===== config.mk =====
export PLATFORM = sky130hd
export DESIGN_NAME = spi_chain_slave
export DESIGN_NICKNAME = d
export VERILOG_FILES = /design/src/spi_chain_pkg.sv /design/src/spi_chain_slave.sv /design/src/pin_sync.sv
export SDC_FILE = /design/constraint.sdc
export NUM_CORES = 1
export LEC_CHECK = 0
export BUFFER_PORTS_ARGS = -buffer_cell sky130_fd_sc_hd__buf_4
export CAP_MARGIN = 40
export CORE_MARGIN = 4
export CORE_UTILIZATION = 30
export CTS_CLUSTER_DIAMETER = 200
export DETAILED_ROUTE_END_ITERATION = 10
export PLACE_DENSITY = 0.54
export SYNTH_ARGS = -nofsm -noshare
export SYNTH_HDL_FRONTEND = slang
export SYNTH_HIERARCHICAL = 1
export SYNTH_SLANG_ARGS = --single-unit

===== constraint.sdc =====
create_clock -name clock_in -period 3.3 [get_ports clock_in]
set_input_delay 0.33 -clock clock_in [delete_from_list [all_inputs] [get_ports clock_in]]
set_output_delay 0.33 -clock clock_in [all_outputs]
set_load 0.05 [all_outputs]

===== src/spi_chain_pkg.sv =====
// constants shared by the three-byte spi slave front end
package spi_chain_pkg;
    // ==========================================================
    // byte framing
    localparam logic [3:0] BYTE_BITS = 4'h8;
    localparam logic [3:0] CNT_MAX = 4'h9;
    localparam logic [3:0] CID_FIRST_CNT = 4'h3;
    localparam logic [3:0] CID_LAST_CNT = 4'h7;
    // ==========================================================
    // control byte layout
    localparam int BROADCAST_BIT = 7;
    localparam int CTRL_RW_BIT = 6;
    localparam int CTRL_RSVD_BIT = 5;
    localparam int CID_W = 5;
    localparam logic [7:0] BYTE_ZERO = 8'h00;
    // ==========================================================
    // packet sequencer states, one-hot
    typedef enum logic [3:0] {
        ST_CTRL = 4'h1,
        ST_ADDR = 4'h2,
        ST_DATA = 4'h4,
        ST_LOST = 4'h8
    } seq_state_t;
endpackage : spi_chain_pkg


===== src/spi_chain_slave.sv =====
// spi slave with three-byte packets and daisy-chain pass-through
//
// The register offsets and strobed register access are this design's own decisions.
`timescale 1ns/1ns
`default_nettype none
module spi_chain_slave (
    input wire logic clock_in,
    input wire logic rst_n_in,
    input wire logic sclk_in,
    input wire logic select_n_in,
    input wire logic mosi_in,
    output logic miso_out,
    output logic miso_oe_out,
    output logic chain_data_out,
    output logic [7:0] reg_addr_out,
    output logic [7:0] reg_wdata_out,
    output logic reg_wr_out,
    output logic reg_rd_out,
    input wire logic [7:0] reg_rdata_in,
    input wire logic reg_exists_in
);
    // ==========================================================
    // reset release and pin synchronisation
    logic rst_meta;
    logic rst_n;
    logic sclk_s;
    logic select_n_s;
    logic mosi_s;
    logic sclk_d;
    logic select_n_d;

    always_ff @(posedge clock_in or negedge rst_n_in) begin
        if (!rst_n_in) begin
            rst_meta <= 1'b0;
            rst_n <= 1'b0;
        end else begin
            rst_meta <= 1'b1;
            rst_n <= rst_meta;
        end
    end

    pin_sync #(.RESET_VALUE(1'b0)) u_sync_sclk (
        .clock_in(clock_in), .rst_n_in(rst_n), .pin_in(sclk_in), .sync_out(sclk_s));
    pin_sync #(.RESET_VALUE(1'b1)) u_sync_select (
        .clock_in(clock_in), .rst_n_in(rst_n), .pin_in(select_n_in), .sync_out(select_n_s));
    pin_sync #(.RESET_VALUE(1'b0)) u_sync_mosi (
        .clock_in(clock_in), .rst_n_in(rst_n), .pin_in(mosi_in), .sync_out(mosi_s));

    always_ff @(posedge clock_in or negedge rst_n) begin
        if (!rst_n) begin
            sclk_d <= 1'b0;
            select_n_d <= 1'b1;
        end else begin
            sclk_d <= sclk_s;
            select_n_d <= select_n_s;
        end
    end

    logic sclk_rise;
    logic sclk_fall;
    logic sel_rise;
    logic sel_fall;
    assign sclk_rise = sclk_s & ~sclk_d;
    assign sclk_fall = ~sclk_s & sclk_d;
    assign sel_rise = select_n_s & ~select_n_d;
    assign sel_fall = ~select_n_s & select_n_d;

    // ==========================================================
    // bit counter and input shifter
    logic [3:0] bit_cnt;
    logic [7:0] shift_in;

    always_ff @(posedge clock_in or negedge rst_n) begin
        if (!rst_n) begin
            bit_cnt <= 4'h0;
        end else if (sel_fall || (sclk_rise && select_n_s)) begin
            bit_cnt <= 4'h0;
        end else if (sclk_rise && !select_n_s && bit_cnt != spi_chain_pkg::CNT_MAX) begin
            bit_cnt <= bit_cnt + 4'h1;
        end
    end

    always_ff @(posedge clock_in or negedge rst_n) begin
        if (!rst_n) begin
            shift_in <= spi_chain_pkg::BYTE_ZERO;
        end else if (sclk_rise && !select_n_s) begin
            shift_in <= {shift_in[6:0], mosi_s};
        end
    end

    // a byte is good only with exactly eight edges; over-length bytes lose step just as short ones do
    logic byte_done;
    logic byte_bad;
    assign byte_done = sel_rise && !sclk_rise && bit_cnt == spi_chain_pkg::BYTE_BITS;
    assign byte_bad = sel_rise && !sclk_rise && bit_cnt != spi_chain_pkg::BYTE_BITS && bit_cnt != 4'h0;

    // ==========================================================
    // packet sequencer
    spi_chain_pkg::seq_state_t state;

    always_ff @(posedge clock_in or negedge rst_n) begin
        if (!rst_n) begin
            state <= spi_chain_pkg::ST_CTRL;
        end else if (sclk_rise && select_n_s) begin
            state <= spi_chain_pkg::ST_CTRL;
        end else if (byte_bad) begin
            state <= spi_chain_pkg::ST_LOST;
        end else if (byte_done) begin
            unique case (state)
                spi_chain_pkg::ST_CTRL: state <= spi_chain_pkg::ST_ADDR;
                spi_chain_pkg::ST_ADDR: state <= spi_chain_pkg::ST_DATA;
                spi_chain_pkg::ST_DATA: state <= spi_chain_pkg::ST_CTRL;
                spi_chain_pkg::ST_LOST: state <= spi_chain_pkg::ST_LOST;
            endcase
        end
    end

    // ==========================================================
    // control byte and address capture
    logic broadcast_flag;
    logic ctrl_rw;
    logic [spi_chain_pkg::CID_W-1:0] chain_device_index;
    logic cid_zero;

    always_ff @(posedge clock_in or negedge rst_n) begin
        if (!rst_n) begin
            broadcast_flag <= 1'b0;
            ctrl_rw <= 1'b0;
            chain_device_index <= '0;
        end else if (byte_done && state == spi_chain_pkg::ST_CTRL) begin
            broadcast_flag <= shift_in[spi_chain_pkg::BROADCAST_BIT];
            ctrl_rw <= shift_in[spi_chain_pkg::CTRL_RW_BIT];
            for (int i = 0; i < spi_chain_pkg::CID_W; i++) begin
                chain_device_index[i] <= shift_in[spi_chain_pkg::CID_W-1-i];
            end
        end
    end

    assign cid_zero = chain_device_index == '0;

    always_ff @(posedge clock_in or negedge rst_n) begin
        if (!rst_n) begin
            reg_addr_out <= spi_chain_pkg::BYTE_ZERO;
        end else if (byte_done && state == spi_chain_pkg::ST_ADDR) begin
            reg_addr_out <= shift_in;
        end
    end

    // ==========================================================
    // register access strobes
    always_ff @(posedge clock_in or negedge rst_n) begin
        if (!rst_n) begin
            reg_rd_out <= 1'b0;
        end else begin
            reg_rd_out <= byte_done && state == spi_chain_pkg::ST_ADDR && ctrl_rw && cid_zero;
        end
    end

    // strobe only on a clean third byte, so abandoned writes never reach a register
    always_ff @(posedge clock_in or negedge rst_n) begin
        if (!rst_n) begin
            reg_wr_out <= 1'b0;
            reg_wdata_out <= spi_chain_pkg::BYTE_ZERO;
        end else begin
            reg_wr_out <= byte_done && state == spi_chain_pkg::ST_DATA && !ctrl_rw
                && (broadcast_flag || cid_zero) && reg_exists_in;
            if (byte_done && state == spi_chain_pkg::ST_DATA) begin
                reg_wdata_out <= shift_in;
            end
        end
    end

    // ==========================================================
    // read data return
    logic [7:0] rd_shift;

    always_ff @(posedge clock_in or negedge rst_n) begin
        if (!rst_n) begin
            rd_shift <= spi_chain_pkg::BYTE_ZERO;
        end else if (reg_rd_out) begin
            rd_shift <= reg_exists_in ? reg_rdata_in : spi_chain_pkg::BYTE_ZERO;
        end else if (sclk_fall && !select_n_s && state == spi_chain_pkg::ST_DATA) begin
            rd_shift <= {rd_shift[6:0], 1'b0};
        end
    end

    always_ff @(posedge clock_in or negedge rst_n) begin
        if (!rst_n) begin
            miso_oe_out <= 1'b0;
            miso_out <= 1'b0;
        end else begin
            miso_oe_out <= !select_n_s && state == spi_chain_pkg::ST_DATA && ctrl_rw && cid_zero;
            miso_out <= rd_shift[7];
        end
    end

    // ==========================================================
    // chain output with serial index decrement
    logic borrow;
    logic in_cid;
    assign in_cid = state == spi_chain_pkg::ST_CTRL && !select_n_s
        && bit_cnt >= spi_chain_pkg::CID_FIRST_CNT && bit_cnt <= spi_chain_pkg::CID_LAST_CNT;

    // index lsb arrives first, so the borrow ripples in wire order
    always_ff @(posedge clock_in or negedge rst_n) begin
        if (!rst_n) begin
            borrow <= 1'b1;
        end else if (sel_fall) begin
            borrow <= 1'b1;
        end else if (sclk_rise && in_cid) begin
            borrow <= borrow & ~mosi_s;
        end
    end

    always_ff @(posedge clock_in or negedge rst_n) begin
        if (!rst_n) begin
            chain_data_out <= 1'b0;
        end else begin
            chain_data_out <= in_cid ? (mosi_s ^ borrow) : mosi_s;
        end
    end

    // ==========================================================
    // checks
    property p_oe_read_only;
        @(posedge clock_in) disable iff (!rst_n)
        miso_oe_out |-> $past(state == spi_chain_pkg::ST_DATA && ctrl_rw && cid_zero && !select_n_s);
    endproperty
    a_oe_read_only: assert property (p_oe_read_only) else $error("data out driven outside read data");

    property p_wr_clean_byte;
        @(posedge clock_in) disable iff (!rst_n)
        reg_wr_out |-> $past(bit_cnt) == spi_chain_pkg::BYTE_BITS && $past(state) == spi_chain_pkg::ST_DATA;
    endproperty
    a_wr_clean_byte: assert property (p_wr_clean_byte) else $error("write without clean data byte");

    property p_wr_is_write;
        @(posedge clock_in) disable iff (!rst_n)
        reg_wr_out |-> !ctrl_rw && (broadcast_flag || cid_zero);
    endproperty
    a_wr_is_write: assert property (p_wr_is_write) else $error("write strobe on read or wrong device");

    property p_rd_selected;
        @(posedge clock_in) disable iff (!rst_n)
        reg_rd_out |-> ctrl_rw && cid_zero ##1 !reg_rd_out;
    endproperty
    a_rd_selected: assert property (p_rd_selected) else $error("read strobe for unselected device");

    property p_resync;
        @(posedge clock_in) disable iff (!rst_n)
        sclk_rise && select_n_s |=> state == spi_chain_pkg::ST_CTRL && bit_cnt == 4'h0;
    endproperty
    a_resync: assert property (p_resync) else $error("clock with select high did not restart");

    property p_lose_step;
        @(posedge clock_in) disable iff (!rst_n)
        byte_bad |=> state == spi_chain_pkg::ST_LOST ##1 !reg_wr_out;
    endproperty
    a_lose_step: assert property (p_lose_step) else $error("short byte did not lose step");

    property p_count_edges;
        @(posedge clock_in) disable iff (!rst_n)
        sclk_rise && !select_n_s && bit_cnt < spi_chain_pkg::BYTE_BITS |=> bit_cnt == $past(bit_cnt) + 4'h1;
    endproperty
    a_count_edges: assert property (p_count_edges) else $error("bit count missed an edge");

    property p_missing_zero;
        @(posedge clock_in) disable iff (!rst_n)
        reg_rd_out && !reg_exists_in |=> rd_shift == spi_chain_pkg::BYTE_ZERO;
    endproperty
    a_missing_zero: assert property (p_missing_zero) else $error("missing register read not zero");

    property p_pass_through;
        @(posedge clock_in) disable iff (!rst_n)
        !in_cid |=> chain_data_out == $past(mosi_s);
    endproperty
    a_pass_through: assert property (p_pass_through) else $error("chain output altered outside index");
endmodule : spi_chain_slave
`default_nettype wire


===== src/pin_sync.sv =====
// two-flop synchroniser for a pin from outside the clock domain
`timescale 1ns/1ns
`default_nettype none
module pin_sync #(
    parameter logic RESET_VALUE = 1'b0
) (
    input wire logic clock_in,
    input wire logic rst_n_in,
    input wire logic pin_in,
    output logic sync_out
);
    logic meta;

    always_ff @(posedge clock_in or negedge rst_n_in) begin
        if (!rst_n_in) begin
            meta <= RESET_VALUE;
            sync_out <= RESET_VALUE;
        end else begin
            meta <= pin_in;
            sync_out <= meta;
        end
    end
endmodule : pin_sync
`default_nettype wire


==> flow_metrics.py <==
metrics = {
    "yosys": {
        "synth_cell_types": 40,
        "muxShareOfSynthArea_pct": 10.2,
        "yosysTopAreaCellShare_pct": 53.1,
        "synth_area_leaders": "dfrtp_1 (53%), mux2_2 (9.5%), dfstp_2 (4.8%)",
        "yosys_register_bits": 63,
        "synth_top_family_by_area": "simple AND/OR/NAND/NOR gates",
        "synth.most_common_cell": "dfrtp_1",
        "ys_seq_area_share_pct": 57.9,
        "synth_edf_count": 0,
        "syn_area_um2": 2730,
        "synth_area_leader_cell": "dfrtp_1",
        "synth_xor_area_share_pct": 0.321,
        "postSynthCellCount": 235,
        "synth_top_flop_cell": "dfrtp_1",
        "synth_compound_area_share_pct": 6.04,
        "async_reset_ff_share_pct": 100,
        "synth_nets": 253,
        "synth_warnings": 6,
        "synth_fa_ha_area_share_pct": 1.83,
        "syn_avg_cell_area_um2": 11.6,
        "yosys.area_share.simple_pct": 21.2,
        "ys_top_cells_by_count": "dfrtp_1 (58), nand2_1 (30), mux2_2 (23), nand3_1 (20), o21ai_0 (13)",
    },
    "global_route": {
        "grt_pass1_wl_um": 9290,
        "grt_overflow_total": 0,
        "first_global_vias": 1834,
        "antenna_found_initial": 0,
        "grt_usage_pct": 11.4,
        "grt_max_degree": 35,
    },
    "sta": {
        "maxSlewViolCount": 0,
        "finalSetupViolCount": 0,
        "fin_crit_ns": 2.25,
        "fmax_mhz": 445,
        "finalHoldViolations": 0,
        "clock_skew_ns": 0.0107,
        "rsz0062_at_grt": "no",
        "setup_ws_ns": 1.05,
        "finalCritPeriodShare_pct": 68.1,
        "slew_headroom_pct": 47.8,
        "worst_slew_pin_slew_ns": 0.782,
        "setup_tns_ns": 0,
    },
    "critical_path": {
        "r2r-end": "reg_wdata_out[7]$_DFFE_PN0P_",
        "critPathCaptureType": "flip-flop",
        "required_ns": 3.52,
        "critical_path_class": "flip-flop to flip-flop",
        "slowest_stage": "or4b_1",
        "crit_path_max_incr_delay_ns": 0.69,
        "worstRegToRegCells": 3,
        "crit_path_max_fanout": 10,
        "cp.arrival_ns": 2.47,
        "path_cells": "or4b_1, nor4_4, mux2_2",
        "cp-start-kind": "flip-flop",
        "r2r_slack_ns": 1.05,
        "reg2reg_from": "state[3]$_DFFE_PN0P_",
    },
    "clock_tree": {
        "insertion_delay_ns": 0.34,
        "cts_setup_buffers": 0,
        "cts_tree": "done",
        "hold_buffers": 1,
        "cts_buffers": 9,
        "cts_max_level": 3,
        "post_cts_resized": 0,
        "clk_root_buffer_cell": "clkbuf_8",
        "clk_pin_slew_worst_paths_ns": 0.07,
        "clock-sinks": 63,
        "clockBufferDepth": 2,
    },
    "drt": {
        "drc": 0,
        "first_iter_violations": 83,
        "drt-wirelength-per-cell_um": 14.0,
        "vias_per_cell": 4.73,
        "vias": 1839,
        "routed_wl_um": 5450,
        "ant_nets": 0,
        "dr.pass1.iters": 4,
    },
    "placement": {
        "dp.final_hpwl_um": 3860,
        "dpl_worst_slack_ns": 1.05,
        "gp_congestion": 0.815,
        "numPortBuffers": 34,
        "place_inst": 372,
    },
    "floorplanning": {
        "fp.dieArea_um2": 10700,
        "die_h_um": 103,
        "initial_core_util_pct": 31.0,
        "placementRows": 34,
        "core_area_um2": 8810,
        "ios": 35,
        "die_x_um": 103,
    },
    "min_path": {
        "hold_path_class": "primary input to flip-flop",
        "min_to": "u_sync_mosi/meta$_DFF_PN0_",
        "hp-start": "mosi_in",
        "min_path_cells": 1,
    },
    "layout": {
        "area_growth_pct": 22.3,
        "final_util_pct": 37.9,
        "final_nets": 294,
        "stdcell_count": 389,
        "diodes": 0,
        "drive_above_1_share_pct": 30.6,
    },
    "power_and_ir_drop": {
        "p_per_area_nw_per_um2": 508,
        "p_leak_uw": 0.00158,
        "peakVddDrop_mv": 0.358,
        "total_power_uw": 1700,
    },
    "job": {
        "drv_cap": 0,
    },
    "status": {
        "status": "complete, no violations",
    },
}
cell usage in the layout, fill, tap and decap left out, types with 5 or more instances in the layout:
| cell | count |
|---|---|
| a21oi_1 | 8 |
| buf_4 | 36 |
| clkbuf_8 | 10 |
| dfrtp_1 | 57 |
| dfstp_2 | 5 |
| inv_1 | 5 |
| mux2_2 | 23 |
| nand2_1 | 30 |
| nand3_1 | 20 |
| nor2_1 | 7 |
| nor2b_1 | 12 |
| o21ai_0 | 13 |
layer usage:
metal  track usage (%)  up-vias  routed length (um)
met2              16.4       40                2350
met3              4.90        6                 326
met1              15.6      890                2700
met5                 0        -                   0
met4              3.59        0                  71
li1                  -      903                   -
where the power goes:
| group | total, uW | switching, uW | internal [uW] | leakage, uW |
|---|---|---|---|---|
| combinational | 105 | 57.1 | 48.3 | 0.000636 |
| clock | 735 | 288 | 447 | 0.000104 |
| sequential | 858 | 47.7 | 811 | 0.000836 |
cell type report:
type	count	area, um^2
inverters	5	18.8
clock buffers	13	149
well taps	108	135
flip-flops and latches	63	1580
multi-input cells	159	1090
clock inverters	3	67.6
repair buffers	38	300
fillers	847	5470
kinds of logic (layout without fill, tap and decap cells):
family / Yosys count / in the layout
AOI/OAI and AO/OA: 28 / 28
xor gates and xnor gates: 1 / 1
adders and majority gates: 4 / 4
buffers and inverters: 13 / 59
DFF: 63 / 63
muxes: 25 / 25
other: 1 / 1
and+or+nand+nor: 100 / 100
through the flow:
step	instance area (um^2)	hold slack, ns
3_3_place_gp	3090	0.113
6_report	3340	0.0929
5_1_grt	3340	0.0641
2_1_floorplan	2730	0.0344
4_1_cts	3340	0.0752
3_5_place_dp	3110	0.113
state kept, by name, summed over array words and instances (netlist names), 4 cells and up:
signal and cells:
bit_cnt 4, rd_shift 8, shift_in 8, chain_device_index 5, reg_addr_out 8, reg_wdata_out 8, state 4
critical path: cells and delay by family (launching register included):
kind	cells	cell delay [ns]
flops	1	0.45
mux	1	0.41
simple gates	2	1.27
worst max-delay path by stage:
stage | from | to | slack (ns) | cells after the start
floorplan | state[0]$_DFFE_PN1P_ | broadcast_flag$_DFFE_PN0P_ | 1.30 | 3
global placement | state[3]$_DFFE_PN0P_ | reg_wdata_out[3]$_DFFE_PN0P_ | 1.10 | 3
detailed placement | state[3]$_DFFE_PN0P_ | reg_wdata_out[4]$_DFFE_PN0P_ | 1.05 | 3
CTS | state[3]$_DFFE_PN0P_ | reg_wdata_out[7]$_DFFE_PN0P_ | 1.04 | 3
global route | state[3]$_DFFE_PN0P_ | reg_wdata_out[7]$_DFFE_PN0P_ | 0.92 | 3
finish | state[3]$_DFFE_PN0P_ | reg_wdata_out[7]$_DFFE_PN0P_ | 1.05 | 3
Power figures use the tool's default switching activity.
